[config.mk]
export PLATFORM = sky130hd
export DESIGN_NAME = fsra_top
export DESIGN_NICKNAME = d
export VERILOG_FILES = /design/src/common/fsra_pkg.sv /design/src/design/fsra_top.sv
export VERILOG_INCLUDE_DIRS = /design/src /design/src/common
export SDC_FILE = /design/constraint.sdc
export NUM_CORES = 1
export LEC_CHECK = 0
export BUFFER_PORTS_ARGS = -buffer_cell sky130_fd_sc_hd__buf_2
export CORE_UTILIZATION = 60
export DETAILED_ROUTE_END_ITERATION = 6
export PLACE_DENSITY = 0.89
export SETUP_SLACK_MARGIN = 0.15
export SKIP_LAST_GASP = 1
export SYNTH_ARGS = -nofsm -noshare
export SYNTH_HDL_FRONTEND = slang
export SYNTH_SLANG_ARGS = --single-unit
[constraint.sdc]
create_clock -name ref_clk -period 3.7 [get_ports ref_clk]
set_input_delay 0.37 -clock ref_clk [delete_from_list [all_inputs] [get_ports ref_clk]]
set_output_delay 0.37 -clock ref_clk [all_outputs]
set_load 0.01 [all_outputs]
[src/common/fsra_consts.svh]
`ifndef FSRA_CONSTS_SVH
`define FSRA_CONSTS_SVH
`define FSRA_OP_RD1      8'h05
`define FSRA_OP_RD2      8'h35
`define FSRA_OP_RD3      8'h15
`define FSRA_OP_RDIND    8'h65
`define FSRA_OP_WR1      8'h01
`define FSRA_OP_WR2      8'h31
`define FSRA_OP_WR3      8'h11
`define FSRA_OP_WREN     8'h06
`define FSRA_OP_WRVOL    8'h50
`define FSRA_ADDR_SR1    8'h01
`define FSRA_ADDR_SR2    8'h02
`define FSRA_ADDR_SR3    8'h03
`define FSRA_ADDR_SR4    8'h04
`define FSRA_ADDR_SR5    8'h05
`define FSRA_WEL_BIT     1
`define FSRA_RESET_SR    8'h00
`define FSRA_UNDEF_DATA  8'h00
`define FSRA_BIT_LAST    3'h7
`define FSRA_BIT_FIRST   3'h7
`define FSRA_BIT_START   3'h0
`define FSRA_WR_NONE     2'h0
`define FSRA_WR_ONE      2'h1
`define FSRA_WR_TWO      2'h2
`define FSRA_WR_CAP      2'h3
`define FSRA_PIN_IDLE    3'h4
`endif

[src/common/fsra_pkg.sv]
package fsra_pkg;
  typedef enum logic [2:0] {
    FSRA_ST_OPCODE = 3'b000,
    FSRA_ST_RDDIR  = 3'b001,
    FSRA_ST_ADDR   = 3'b010,
    FSRA_ST_DUMMY  = 3'b011,
    FSRA_ST_RDIND  = 3'b100,
    FSRA_ST_WRDATA = 3'b101,
    FSRA_ST_IGNORE = 3'b110
  } fsra_state_type;

  typedef struct packed {
    logic       cs_n;
    logic       sck;
    logic       si;
  } fsra_pins_type;

  typedef struct packed {
    logic [7:0] sr5;
    logic [7:0] sr4;
    logic [7:0] sr3;
    logic [7:0] sr2;
    logic [7:0] sr1;
  } fsra_regs_type;
endpackage

[src/design/fsra_top.sv]
// What this block does
// [RULE1] direct reads: opcodes 05h 35h 15h, msb first
// [RULE2] 05h/35h/15h select registers one/two/three
// [RULE3] direct read byte repeats from bit 7
// [RULE4] every repeat shows live register contents
// [RULE5] select high ends read, output tri-stated
// [RULE6] 65h, address byte, dummy, then data
// [RULE7] address byte eight bits, msb first
// [RULE8] opcode, address, dummy; data clocks 24-31
// [RULE9] address increments after each output byte
// [RULE10] addresses past five return undefined data
// [RULE11] address wraps from FFh to 00h
// [RULE12] direct writes: 01h 31h 11h, msb first
// [RULE13] 50h arms volatile write, once, no latch
// [RULE14] 06h sets write latch before write
// [RULE15] select high after write clears write latch
// [RULE16] host sends whole write before select high
// [RULE17] partial byte at select high aborts write
// [RULE18] 01h with two bytes also writes reg two
// [RULE19] sample rising edge, shift out falling edge
`timescale 1ns/100ps
`include "fsra_consts.svh"

module fsra_top (
  input  wire logic        ref_clk,
  input  wire logic        rst_b,
  input  wire logic        cs_b_pin,
  input  wire logic        sck_pin,
  input  wire logic        si_pin,
  input  wire logic [7:0]  live_sr4,
  input  wire logic [7:0]  live_sr5,
  output logic             so_out_q,
  output logic             so_oe_q,
  output logic             write_latch_flag_q,
  output logic             vol_armed_q,
  output logic [7:0]       status_byte_one_q,
  output logic [7:0]       status_byte_two_q,
  output logic [7:0]       status_byte_three_q
);

  // ------------------------------------------------------------
  // pin synchronisers
  // ------------------------------------------------------------
  // sck is sampled, so each of its phases must last at least three
  // ref_clk periods; a faster link loses edges
  fsra_pkg::fsra_pins_type pins_meta_q;
  fsra_pkg::fsra_pins_type pins_sync_q;
  logic                    sck_prev_q;

  always_ff @(posedge ref_clk) begin
    if (!rst_b) begin
      pins_meta_q <= `FSRA_PIN_IDLE;
      pins_sync_q <= `FSRA_PIN_IDLE;
      sck_prev_q  <= 1'b0;
    end else begin
      pins_meta_q <= {cs_b_pin, sck_pin, si_pin};
      pins_sync_q <= pins_meta_q;
      sck_prev_q  <= pins_sync_q.sck;
    end
  end

  // ------------------------------------------------------------
  // link edge detection
  // ------------------------------------------------------------
  // edges only count inside a frame, so sck may idle low or high
  logic sel;
  logic rise;
  logic fall;
  logic cs_rise;
  logic cs_prev_q;

  assign sel     = !pins_sync_q.cs_n;
  assign rise    = sel && pins_sync_q.sck && !sck_prev_q; // RULE19
  assign fall    = sel && !pins_sync_q.sck && sck_prev_q; // RULE19
  assign cs_rise = pins_sync_q.cs_n && !cs_prev_q;

  // cs_rise ends a frame: commits and latch changes wait for it
  always_ff @(posedge ref_clk) begin
    if (!rst_b) begin
      cs_prev_q <= 1'b1;
    end else begin
      cs_prev_q <= pins_sync_q.cs_n;
    end
  end

  // ------------------------------------------------------------
  // register read mux
  // ------------------------------------------------------------
  // sr1 carries the live write latch so every repeat is current
  function automatic logic [7:0] reg_byte(input logic [7:0] addr,
                                          input fsra_pkg::fsra_regs_type r);
    case (addr)
      `FSRA_ADDR_SR1: reg_byte = r.sr1;
      `FSRA_ADDR_SR2: reg_byte = r.sr2;
      `FSRA_ADDR_SR3: reg_byte = r.sr3;
      `FSRA_ADDR_SR4: reg_byte = r.sr4;
      `FSRA_ADDR_SR5: reg_byte = r.sr5;
      default:        reg_byte = `FSRA_UNDEF_DATA; // RULE10
    endcase
  endfunction

  fsra_pkg::fsra_regs_type live_regs;
  always_comb begin
    live_regs.sr1 = status_byte_one_q;
    live_regs.sr1[`FSRA_WEL_BIT] = write_latch_flag_q;
    live_regs.sr2 = status_byte_two_q;
    live_regs.sr3 = status_byte_three_q;
    live_regs.sr4 = live_sr4;
    live_regs.sr5 = live_sr5;
  end

  // ------------------------------------------------------------
  // command sequencer
  // ------------------------------------------------------------
  fsra_pkg::fsra_state_type state_q;
  logic [2:0]  bit_cnt_q;
  logic [7:0]  shift_in_q;
  logic [7:0]  opcode_q;
  logic [7:0]  addr_q;
  logic [1:0]  wr_bytes_q;
  logic [7:0]  wr_data0_q;
  logic [7:0]  wr_data1_q;
  logic [7:0]  shifted;
  logic        byte_done;

  assign shifted   = {shift_in_q[6:0], pins_sync_q.si}; // RULE7
  assign byte_done = rise && (bit_cnt_q == `FSRA_BIT_LAST);

  // leaving select clears all frame state; any direct write frame, cut or whole, still drops the latch and arm
  always_ff @(posedge ref_clk) begin
    if (!rst_b || !sel) begin
      state_q    <= fsra_pkg::FSRA_ST_OPCODE;
      bit_cnt_q  <= 3'h0;
      shift_in_q <= 8'h00;
      opcode_q   <= 8'h00;
      addr_q     <= 8'h00;
      wr_bytes_q <= 2'h0;
      wr_data0_q <= 8'h00;
      wr_data1_q <= 8'h00;
    end else if (rise) begin
      shift_in_q <= shifted;
      bit_cnt_q  <= bit_cnt_q + 3'h1;
      if (byte_done) begin
        case (state_q)
          fsra_pkg::FSRA_ST_OPCODE: begin
            opcode_q <= shifted;
            case (shifted)
              `FSRA_OP_RD1, `FSRA_OP_RD2, `FSRA_OP_RD3: // RULE1
                state_q <= fsra_pkg::FSRA_ST_RDDIR;
              `FSRA_OP_RDIND:
                state_q <= fsra_pkg::FSRA_ST_ADDR; // RULE6
              `FSRA_OP_WR1, `FSRA_OP_WR2, `FSRA_OP_WR3: // RULE12
                state_q <= fsra_pkg::FSRA_ST_WRDATA;
              // unknown opcodes are ignored to the end of the frame
              default:
                state_q <= fsra_pkg::FSRA_ST_IGNORE;
            endcase
          end
          fsra_pkg::FSRA_ST_ADDR: begin
            addr_q  <= shifted; // RULE8
            state_q <= fsra_pkg::FSRA_ST_DUMMY;
          end
          fsra_pkg::FSRA_ST_DUMMY: begin
            state_q <= fsra_pkg::FSRA_ST_RDIND; // RULE8
          end
          fsra_pkg::FSRA_ST_RDIND: begin
            // eight-bit counter wraps from FFh to 00h by itself
            addr_q <= addr_q + 8'h01; // RULE9 RULE11
          end
          fsra_pkg::FSRA_ST_WRDATA: begin
            // bytes past the second are dropped; the count stops at three
            if (wr_bytes_q == `FSRA_WR_NONE) begin
              wr_data0_q <= shifted;
            end else if (wr_bytes_q == `FSRA_WR_ONE) begin
              wr_data1_q <= shifted; // RULE18
            end
            if (wr_bytes_q != `FSRA_WR_CAP) begin
              wr_bytes_q <= wr_bytes_q + 2'h1;
            end
          end
          default: begin
          end
        endcase
      end
    end
  end

  // ------------------------------------------------------------
  // direct-read register select
  // ------------------------------------------------------------
  logic [7:0] dir_addr;
  always_comb begin
    case (opcode_q)
      `FSRA_OP_RD2: dir_addr = `FSRA_ADDR_SR2; // RULE2
      `FSRA_OP_RD3: dir_addr = `FSRA_ADDR_SR3; // RULE2
      default:      dir_addr = `FSRA_ADDR_SR1; // RULE2
    endcase
  end

  // ------------------------------------------------------------
  // serial output
  // ------------------------------------------------------------
  // byte is latched on the first falling edge so each repeat is fresh
  // so_out_q only means something while so_oe_q is high
  logic [7:0] out_byte_q;
  logic [2:0] out_idx_q;
  logic       reading;
  logic [7:0] load_byte;

  assign reading = (state_q == fsra_pkg::FSRA_ST_RDDIR) ||
                   (state_q == fsra_pkg::FSRA_ST_RDIND);
  assign load_byte = (state_q == fsra_pkg::FSRA_ST_RDDIR)
                     ? reg_byte(dir_addr, live_regs)
                     : reg_byte(addr_q, live_regs); // RULE4

  always_ff @(posedge ref_clk) begin
    if (!rst_b || !sel) begin
      so_oe_q    <= 1'b0; // RULE5
      so_out_q   <= 1'b0;
      out_idx_q  <= `FSRA_BIT_FIRST;
      out_byte_q <= 8'h00;
    end else if (fall && reading) begin
      so_oe_q <= 1'b1;
      if (out_idx_q == `FSRA_BIT_FIRST) begin
        out_byte_q <= load_byte; // RULE4
        so_out_q   <= load_byte[`FSRA_BIT_FIRST];
      end else begin
        so_out_q <= out_byte_q[out_idx_q];
      end
      out_idx_q <= out_idx_q - 3'h1; // RULE3
    end
  end

  // ------------------------------------------------------------
  // write latch and volatile arm
  // ------------------------------------------------------------
  logic is_wr;
  logic commit;
  logic on_byte_edge;
  logic op_end;

  // 01h 31h 11h, the only frames that may touch the registers
  function automatic logic dir_write_op(input logic [7:0] op);
    dir_write_op = (op == `FSRA_OP_WR1) || (op == `FSRA_OP_WR2) ||
                   (op == `FSRA_OP_WR3);
  endfunction

  assign is_wr        = dir_write_op(opcode_q);
  assign on_byte_edge = (bit_cnt_q == `FSRA_BIT_START);
  // 06h and 50h only count when their frame ends on a byte edge
  assign op_end       = cs_rise && on_byte_edge;
  // commit waits for cs rise so a cut last byte can still abort
  assign commit       = op_end && is_wr && (wr_bytes_q != `FSRA_WR_NONE) &&
                        (write_latch_flag_q || vol_armed_q); // RULE17

  // the latch drops after any direct write frame, aborted or not
  always_ff @(posedge ref_clk) begin
    if (!rst_b) begin
      write_latch_flag_q <= 1'b0;
    end else if (op_end && opcode_q == `FSRA_OP_WREN) begin
      write_latch_flag_q <= 1'b1; // RULE14
    end else if (cs_rise && is_wr) begin
      write_latch_flag_q <= 1'b0; // RULE15
    end
  end

  // arming never touches the latch and lasts for one write frame only
  always_ff @(posedge ref_clk) begin
    if (!rst_b) begin
      vol_armed_q <= 1'b0;
    end else if (op_end && opcode_q == `FSRA_OP_WRVOL) begin
      vol_armed_q <= 1'b1; // RULE13
    end else if (cs_rise && is_wr) begin
      vol_armed_q <= 1'b0; // RULE13
    end
  end

  // ------------------------------------------------------------
  // register commit
  // ------------------------------------------------------------
  // registers four and five are live inputs and never written here
  always_ff @(posedge ref_clk) begin
    if (!rst_b) begin
      status_byte_one_q   <= `FSRA_RESET_SR;
      status_byte_two_q   <= `FSRA_RESET_SR;
      status_byte_three_q <= `FSRA_RESET_SR;
    end else if (commit) begin // RULE16
      case (opcode_q)
        `FSRA_OP_WR1: begin
          status_byte_one_q <= wr_data0_q;
          if (wr_bytes_q == `FSRA_WR_TWO) begin
            status_byte_two_q <= wr_data1_q; // RULE18
          end
        end
        `FSRA_OP_WR2: status_byte_two_q   <= wr_data0_q;
        `FSRA_OP_WR3: status_byte_three_q <= wr_data0_q;
        default: begin
        end
      endcase
    end
  end

endmodule

== Word-level counts from Yosys, hierarchy flattened ==
Index checks and enable logic that the tools add are counted.
Word-level totals
  input bits: 21
  register bits after elaboration: 94
  logic and storage cells: 126
Operators by class
  mux-type cells: 15
  reduce and logical (&&, ||, !) cells: 45
  add/subtract/negate cells: 4
  $lt $le $gt $ge: 1
  eq/ne operators: 35
  bitwise logic cells: 1
Operator list (number)
  $pmux 8 s5: 2
  $eq 8x3->1 const B: 6
  $eq 8x1->1 const B: 4
  $eq 8x2->1 const B: 4
  $eq 8x5->1 const B: 4
  $eq 8x6->1 const B: 4
  $pmux 8 s2: 2
  $pmux 3 s3: 2
  $eq 8x7->1 const B: 2
  $mux 8: 2
  $logic_and 1x1->1: 14
  $eq 3x3->1 const B: 4
  $reduce_and 3->1: 4
  $reduce_bool 2->1: 5
  $add 8x1->8 const B: 1
  $reduce_and 4->1: 2
  $eq 3x2->1 const B: 2
  $logic_not 3->1: 2
  $reduce_and 2->1: 3
  $reduce_or 3->1: 2
  $logic_not 1->1: 5
  $logic_or 1x1->1: 5
  $mux 1: 5
  $reduce_and 5->1: 1
  other kinds (14): 14

== Depth between registers and ports, before layout ==
Gate-level depths: netlist of run 1.
  depth after elaboration: 7
  gate-level depth with buffers: 8

== Worst setup path after synthesis of run 1 ==
No wires, ideal clock.
  kind: reg-to-reg
  start point: register addr_q[0]
  end point: register out_byte_q[0]
  arrival: 2.003 ns
  slack: 1.576 ns
  stages on the path, launching flop included: 9
  required time: 3.578 ns
  path through: dfxtp_1 inv_1 ha_1 buf_2 or4_1 o31a_1 and3_1 buf_2 a221o_1
On the way
  word-level cells in the longest chain between the ends: 3
  elaborated cells on any way between the ends: 7
Ends and longest elaborated chain
  start: declaration: line fsra_top.sv:119  | logic [7:0] addr_q;
  start signal: assignment: line fsra_top.sv:160  | addr_q <= shifted;
  start signal: assignment: line fsra_top.sv:168  | addr_q <= addr_q + 8'h01;
  $eq 8x3->1, or another cell as far along: line fsra_top.sv:92  | case (addr)
  $pmux 8 s5 *: line fsra_top.sv:92
  $mux 8 *: line fsra_top.sv:213  | ? reg_byte(dir_addr, live_regs)
  end signal: assignment: line fsra_top.sv:225  | out_byte_q <= load_byte;
  end: declaration: line fsra_top.sv:205  | logic [7:0] out_byte_q;
Mark *: on every way between the ends. The rest lies on a longest branch, timed or not.
A chain may end at the register's enable or synchronous reset.

== Worst setup path in the final report of run 1 ==
  start point: register bit_cnt_q[1]
  end point: register wr_data1_q[0]
On the way
  word-level cells in the longest chain between the ends: 3
Ends and longest elaborated chain
  start: declaration: line fsra_top.sv:116  | logic [2:0] bit_cnt_q;
  start signal: assignment: line fsra_top.sv:142  | bit_cnt_q <= bit_cnt_q + 3'h1;
  $eq 3x3->1 (no source line)
  $logic_and 1x1->1: line fsra_top.sv:127  | assign byte_done = rise && (bit_cnt_q == `FSRA_BIT_LAST);
  $reduce_and 5->1 (no source line)
  end signal: assignment: line fsra_top.sv:175  | wr_data1_q <= shifted;
  end: declaration: line fsra_top.sv:122  | logic [7:0] wr_data1_q;
Every way passes these cells.

==> impl_metrics.tcl, run 1 <==
set metrics [dict create \
    slew_violations 0 \
    cpLargestDelayFamily "simple AND/OR/NAND/NOR gates" \
    hold_class "input pin to flop" \
    r2r_start "bit_cnt_q[1]" \
    post-route-drc-count 0 \
    syn-num-nets 547 \
    place_congestion 0.954 \
    clk_latency_ps 370 \
    nets 571 \
    clock.fmax_mhz 390 \
    pwr_density_cell_nw_per_um2 351 \
    die_w_microns 89.9 \
    avgSynthCellArea_sq_um 9.03 \
    cp_common_cell "ha_1" \
    dp_hpwl_microns 8270 \
    maxCapViolations 0 \
    worstSetupPathType "flop to flop" \
    synth.cell_area_sq_um 4630 \
    end_kind "flop" \
    arrival_ps 2810 \
    yosysTopAreaCell "dfxtp_1" \
    critical_path_peak_fanout 8 \
    status "finished, final reports clean" \
    p_leak_nw 1.93 \
    wl_per_cell_microns 18.1 \
    coreArea_sq_um 7370 \
    placedCellCount 625 \
    period_needed_ps 2570 \
    r2r_cells 6 \
    critPathSlowestCell "nor4b_2" \
    start_kind "flop" \
    required_ps 3940 \
    initial_core_util_pct 62.9 \
    area_growth_pct 9.53 \
    fin_skew_ps 13.0 \
    power_mw 1.78 \
    drtIter0Drc 351 \
    synth_top_area_share_pct 40.6 \
    cp_slowest_stage_delay_ps 1060 \
    totalNegativeSetupSlack_ps 0 \
    cts_root_buffer "clkbuf_8" \
    clockBufferDepth 2 \
    finalHoldViolCount 0 \
    cp_cell_sequence "ha_1 -> ha_1 -> nand4bb_1 -> nor4b_2 -> mux2i_1 -> nor2_1" \
    ys_seq_area_share_pct 40.6 \
    fin_cells 641 \
    htreeDepth 3 \
    ant_nets 0 \
    grtUsageTotal_pct 29.2 \
    cts_resized 0 \
    peakVddDrop_mv 0.154 \
    grt_remaining_overflow 0 \
    synth_seq_cells 94 \
    maxSlewHeadroom_pct 25.3 \
    dr.pass1.iters 7 \
    critical_path_cell_count 6 \
    numCtsBuffers 9 \
    postSynthCellCount 513 \
    synth_cell_types 56 \
    antennaDiodeCount 0 \
    io_pins 49 \
    critical_path_buf_inv_count 0 \
    post_cts_buffers 0 \
    hold_depth 2 \
    routed_wl_microns 11600 \
    numPortBuffers 48 \
    grt_max_degree 48 \
    fp.dieH_microns 89.9 \
    final_cell_mix "dfxtp_1, nand2_1, mux2i_1" \
    path_clk_slew_ps 100 \
    worstMarginPinSlew_ps 1120 \
    ys.warnings.count 0 \
    synthArstFlopShare_pct 0 \
    synth_edf_count 0 \
    cts_sinks 94 \
    fill_cells 571 \
    worstHoldStart "cs_b_pin" \
    final_common_cell "dfxtp_1" \
    rsz0062_at_grt "false" \
    vias_per_cell 6.34 \
    drive_gt1_share_pct 14.0 \
    synth_top_flop_cell "dfxtp_1" \
    period_share_pct 69.3 \
    synth.area.top_cells "dfxtp_1, mux2i_1, nand2_1" \
    finalSetupViolations 0 \
    grt_pass1_wl_microns 18900 \
    holdBufCountCts 0 \
    fin_util_pct 68.9 \
    rows 31 \
    critPathLaunch "bit_cnt_q[1]" \
    num_vias 4062 \
    cts_tree "built" \
    grt_pass1_vias 3812 \
    die-area_sq_um 8080 \
    antenna_found_initial 0 \
]
==> worst register-to-register path, delay by kind of cell, from the launching register on <==
| kind | cells | cell delay, ps |
|---|---|---|
| and+or+nand+nor | 3 | 1470 |
| DFF | 1 | 370 |
| adders and majority gates | 2 | 300 |
| muxes | 1 | 290 |
==> sequential cells by signal, summed over array words and instances (netlist names), 7 cells and up <==
signal               count
shift_in_q               7
out_byte_q               8
wr_data1_q               8
addr_q                   8
status_byte_one_q        8
status_byte_three_q      8
opcode_q                 8
status_byte_two_q        8
wr_data0_q               8
==> stage by stage <==
stage	setup WS (ps)	hold WS [ps]	area (sq um)
after floorplan	1580	386	4630
after global placement	1340	396	4860
after detailed placement	1180	399	4860
after CTS	1150	160	5080
after global routing	941	176	5080
final	1130	174	5080
==> path summary, 6_finish.rpt <==
path                    end  slack (ps)
max           wr_data1_q[0]        1130
min reg2reg  pins_sync_q[2]         420
max reg2reg   wr_data1_q[0]        1130
min          pins_meta_q[2]         170
==> layer usage <==
metal	wire length, microns	global-route usage, %	vias to the layer above
met4	417	15.5	0
met3	814	5.75	35
met1	4980	36.7	1926
met2	5410	47.4	185
met5	0	0	-
li1	-	-	1916
==> cell usage after synthesis (8+ instances only) <==
| library cell | number |
|---|---|
| and2_1 | 11 |
| inv_1 | 16 |
| buf_2 | 14 |
| mux2i_1 | 59 |
| nand2_1 | 60 |
| nor3_1 | 8 |
| a311oi_1 | 10 |
| a21oi_1 | 41 |
| clkbuf_1 | 19 |
| nand3_1 | 10 |
| o21ai_0 | 11 |
| nor2_1 | 36 |
| dfxtp_1 | 94 |
| ha_1 | 13 |
==> area by class of cell <==
type / count / area [sq um] / share of cell area [%]
clock buffer: 10 / 138 / 2.71
clock inverter: 6 / 75.1 / 1.48
inverter: 16 / 60.1 / 1.18
multi-input combinational: 365 / 2530 / 49.9
sequential: 94 / 1880 / 37.1
tap: 99 / 124 / 2.44
timing repair buffer: 51 / 263 / 5.18
==> logic make-up (layout without fill, tap and decap cells) <==
| kind of cell | Yosys count | count (layout) | share of synthesized area [%] |
|---|---|---|---|
| AO/OA/AOI/OAI | 114 | 114 | 16.8 |
| XOR/XNOR | 7 | 7 | 1.32 |
| AND/OR/NAND/NOR | 170 | 170 | 19.2 |
| flip-flops | 94 | 94 | 40.6 |
| multiplexers | 61 | 61 | 13.7 |
| buffers and inverters | 54 | 83 | 4.83 |
| adder cells (fa/ha/maj) | 13 | 13 | 3.51 |
==> where the power goes <==
group	internal [mW]	leakage (nW)	total (mW)	switching, mW
clock	0.343	0.106	0.729	0.386
combinational	0.0128	1.06	0.0338	0.0210
sequential	1.01	0.758	1.02	0.00424
total	1.37	1.93	1.78	0.411
Note: power is estimated with default switching activity, not from simulation.
==> run 2, diff against run 1 <==
Settings changed: CORE_UTILIZATION 60 to 59, PLACE_DENSITY 0.89 to 0.88.
Clock period 3.7 ns to 2.64 ns, I/O delays scaled along.
==> impl_metrics.tcl, run 2 (same netlist as run 1, synthesis figures left out) <==
set metrics [dict create \
    status "finished, final reports clean" \
    path_clk_slew_ps 100 \
    finalHoldViolCount 0 \
    nets 581 \
    placedCellCount 635 \
    worstMarginPinSlew_ps 679 \
    die_w_microns 90.6 \
    seqPwrFrac_pct 56.2 \
    setup.worst_path.end "out_byte_q[2]" \
    num_vias 4082 \
    wl_per_cell_microns 18.2 \
    htreeDepth 3 \
    totalNegativeSetupSlack_ps 0 \
    antenna_found_initial 0 \
    period_needed_ps 2290 \
    clk_latency_ps 360 \
    worstHoldStart "cs_b_pin" \
    coreArea_sq_um 7410 \
    routed_wl_microns 11800 \
    required_ps 2890 \
    grt_pass1_vias 3794 \
    peakVddDrop_mv 0.268 \
    fp.dieH_microns 90.6 \
    critPathSlowestCell "or4_1" \
    holdBufCountCts 0 \
    drtIter0Drc 364 \
    dr.pass1.iters 5 \
    maxCapViolations 0 \
    cts_root_buffer "clkbuf_8" \
    start_kind "flop" \
    die-area_sq_um 8210 \
    arrival_ps 2540 \
    cts_resized 0 \
    grt_max_degree 47 \
    numCtsBuffers 9 \
    rows 31 \
    area_growth_pct 11.5 \
    maxSlewHeadroom_pct 54.4 \
    critPathLaunch "addr_q[0]" \
    critical_path_peak_fanout 9 \
    grtUsageTotal_pct 29.5 \
    clock.fmax_mhz 437 \
    rsz0062_at_grt "false" \
    cp_cell_sequence "inv_1 -> ha_1 -> or4_1 -> o31a_1 -> and3_1 -> a221o_1" \
    slew_violations 0 \
    power_frac_comb_pct 1.9 \
    p_clk_share_pct 41.9 \
    period_share_pct 86.7 \
    grt_pass1_wl_microns 19100 \
    final_common_cell "dfxtp_1" \
    whs_ps 76.2 \
    rrSetupSlack_ps 350 \
    vias_per_cell 6.27 \
    antennaDiodeCount 0 \
    end_kind "flop" \
    io_pins 49 \
    r2r_start "addr_q[0]" \
    p_sw_share_pct 21.2 \
    place_congestion 0.910 \
    ant_nets 0 \
    finalSetupViolations 0 \
    final_cell_mix "dfxtp_1, nand2_1, mux2i_1" \
    p_sw_mw 0.539 \
    fin_cells 651 \
    worstSetupPathType "flop to flop" \
    rr_endpoint "out_byte_q[2]" \
    power_mw 2.54 \
    cts_tree "built" \
    post-route-drc-count 0 \
    post_cts_buffers 0 \
    cts_sinks 94 \
    hold_class "input pin to flop" \
    fin_skew_ps 15.2 \
    fill_cells 589 \
    drive_gt1_share_pct 15.6 \
    grt_remaining_overflow 0 \
    p_leak_nw 1.98 \
    pwr_density_cell_nw_per_um2 491 \
    r2r_cells 6 \
    internal-power_mw 2.00 \
    numPortBuffers 48 \
    clockBufferDepth 2 \
    cp_slowest_stage_delay_ps 550 \
    dp_hpwl_microns 8680 \
    initial_core_util_pct 62.6 \
]
[run 2: final cells by class]
cell class	count	area [sq um]	share of cell area [%]
multi-input combinational	365	2540	49.2
sequential	94	1880	36.4
timing repair buffer	61	338	6.54
clock buffer	11	141	2.74
tap	99	124	2.40
clock inverter	5	82.6	1.60
inverter	16	60.1	1.16
[run 2: worst max-delay path: cells and delay by family (launching register included)]
family / cells / cell delay [ps]
flip-flops: 1 / 440
buffers and inverters: 1 / 100
AND/OR/NAND/NOR: 2 / 810
adder cells (fa/ha/maj): 1 / 330
AO/OA/AOI/OAI: 2 / 500
[run 2: power groups by stage]
stage	clock network, mW	logic [mW]	registers, mW
2_1_floorplan	0	0.0256	1.46
3_3_place_gp	0	0.0469	1.46
3_5_place_dp	0	0.0483	1.46
4_1_cts	1.07	0.0485	1.43
5_1_grt	1.13	0.0541	1.43
6_report	1.06	0.0489	1.43
[run 2: metrics by stage]
stage          setup WS [ps]  utilization, %  cell area (sq um)
2_1_floorplan            516               -               4630
3_3_place_gp             508            66.7               4940
3_5_place_dp             418            66.7               4940
4_1_cts                  378            69.8               5170
5_1_grt                  231            69.8               5170
6_report                 350            69.8               5170
[run 2: worst min path at each step]
| stage | end | slack, ps | cells after the start |
|---|---|---|---|
| final | pins_meta_q[2] | 80 | 2 |
| after global routing | pins_meta_q[2] | 90 | 2 |
| after CTS | pins_meta_q[2] | 70 | 2 |
| after detailed placement | pins_sync_q[2] | 400 | 1 |
| after global placement | pins_sync_q[2] | 390 | 1 |
| after floorplan | pins_sync_q[2] | 340 | 1 |
[run 2: per-layer routing]
| layer | part of all wire [%] | global-route usage (%) |
|---|---|---|
| met2 | 47 | 47.0 |
| met5 | 0 | 0 |
| met4 | 3.7 | 15.3 |
| met3 | 6.2 | 5.56 |
| met1 | 43 | 37.8 |
==> run 3, diff against run 2 <==
Settings changed: CORE_UTILIZATION 59 to 53, PLACE_DENSITY 0.88 to 0.84.
Clock period 2.64 ns to 2.1 ns, I/O delays scaled along.
==> impl_metrics.tcl, run 3 (same netlist as run 1, synthesis figures left out) <==
set metrics [dict create \
    maxSlewHeadroom_pct 52.9 \
    final_cell_mix "dfxtp_1, nand2_1, mux2i_1" \
    numPortBuffers 48 \
    fp.dieH_microns 95.5 \
    clk_latency_ps 360 \
    placed_area_sq_um 5060 \
    drtIter0Drc 250 \
    cts_sinks 94 \
    dr.max_layer_used "met4" \
    wl_met1_microns 5040 \
    fin_skew_ps 10.6 \
    period_share_pct 89.4 \
    required_ps 2350 \
    coreArea_sq_um 8340 \
    dp_hpwl_microns 8590 \
    wl_per_cell_microns 17.6 \
    clock.fmax_mhz 533 \
    power_frac_comb_pct 2.3 \
    p_leak_nw 2.06 \
    status "finished, final reports clean" \
    io_pins 49 \
    p_sw_share_pct 21.3 \
    slew_violations 0 \
    die-area_sq_um 9120 \
    numCtsBuffers 9 \
    finalHoldViolCount 0 \
    cts_root_buffer "clkbuf_8" \
    wl_met2_microns 5640 \
    grt_max_degree 38 \
    post-route-drc-count 0 \
    start_kind "flop" \
    grt_pass1_wl_microns 18600 \
    p_sw_mw 0.683 \
    maxCapViolations 0 \
    hold_class "input pin to flop" \
    num_vias 4105 \
    critical_path_peak_fanout 9 \
    grt_remaining_overflow 0 \
    period_needed_ps 1880 \
    end_kind "flop" \
    totalNegativeSetupSlack_ps 0 \
    nets 594 \
    finalSetupViolations 0 \
    arrival_ps 2130 \
    pwr_density_cell_nw_per_um2 602 \
    grtUsageTotal_pct 26.7 \
    rsz0062_at_grt "false" \
    whs_ps 32.6 \
    rows 33 \
    area_growth_pct 15.0 \
    met3WireLength_microns 872 \
    vias_per_cell 6.13 \
    final_common_cell "dfxtp_1" \
    die_w_microns 95.5 \
    holdBufCountCts 0 \
    power_mw 3.21 \
    place_congestion 0.922 \
    antennaDiodeCount 0 \
    grt_pass1_vias 3865 \
    initial_core_util_pct 55.6 \
    routed_wl_microns 11800 \
    clockBufferDepth 2 \
    worstMarginPinSlew_ps 705 \
    htreeDepth 3 \
    seqPwrFrac_pct 55.7 \
    dr.pass1.iters 5 \
    path_clk_slew_ps 90 \
    internal-power_mw 2.53 \
    worstSetupPathType "flop to flop" \
    ant_nets 0 \
    cts_tree "built" \
    peakVddDrop_mv 0.398 \
    p_clk_share_pct 42.0 \
    final_area_sq_um 5330 \
    drive_gt1_share_pct 19.6 \
    antenna_found_initial 0 \
]
run 3: worst max-delay path, stage by stage, from the launching register on:
cell and delay [ps]:
dfxtp_4 390, inv_4 40, ha_4 180, or4_1 510, o31a_1 150, and3_4 190, a221o_1 290
run 3: per-stage QoR:
stage	worst slack, ps	cells	utilization [%]
after floorplan	144	513	-
after global placement	195	653	60.7
after detailed placement	136	653	60.7
after CTS	160	669	63.4
after global routing	153	670	63.9
final	223	670	63.9
run 3: power groups by stage:
| stage | logic [mW] | clock network [mW] | registers (mW) |
|---|---|---|---|
| after floorplan | 0.0322 | 0 | 1.83 |
| after global placement | 0.0691 | 0 | 1.83 |
| after detailed placement | 0.0708 | 0 | 1.83 |
| after CTS | 0.0711 | 1.36 | 1.79 |
| after global routing | 0.0797 | 1.44 | 1.79 |
| final | 0.0731 | 1.35 | 1.79 |
run 3: path summary, 6_finish.rpt:
| kind | startpoint | end | slack [ps] | cells past startpoint |
|---|---|---|---|---|
| worst max-delay path | addr_q[0] | out_byte_q[4] | 220 | 6 |
| worst min-delay path | cs_b_pin | pins_meta_q[2] | 30 | 2 |
| worst max register to register | addr_q[0] | out_byte_q[4] | 220 | 6 |
| worst min register to register | pins_meta_q[2] | pins_sync_q[2] | 410 | 1 |
run 3: metal layers:
metal  up-vias  GRT usage [%]
li1       1951              -
met1      1976           34.5
met2       156           43.0
met3        22           4.70
met4         0           12.4
met5         -              0
run 3: area by class of cell:
class	instances	area (sq um)
Inverter	16	62.6
Multi-Input combinational cell	365	2580
Timing Repair Buffer	74	435
Tap cell	105	131
Clock buffer	12	145
Clock inverter	4	77.6
Fill cell	676	3010
Sequential cell	94	1890
run 3: what timing repair did:
action / CTS / global route
gates resized for setup: 1 / 8
setup endpoints to repair: 1 / 31
buffers inserted: 0 / 1
pin swaps: 0 / 1
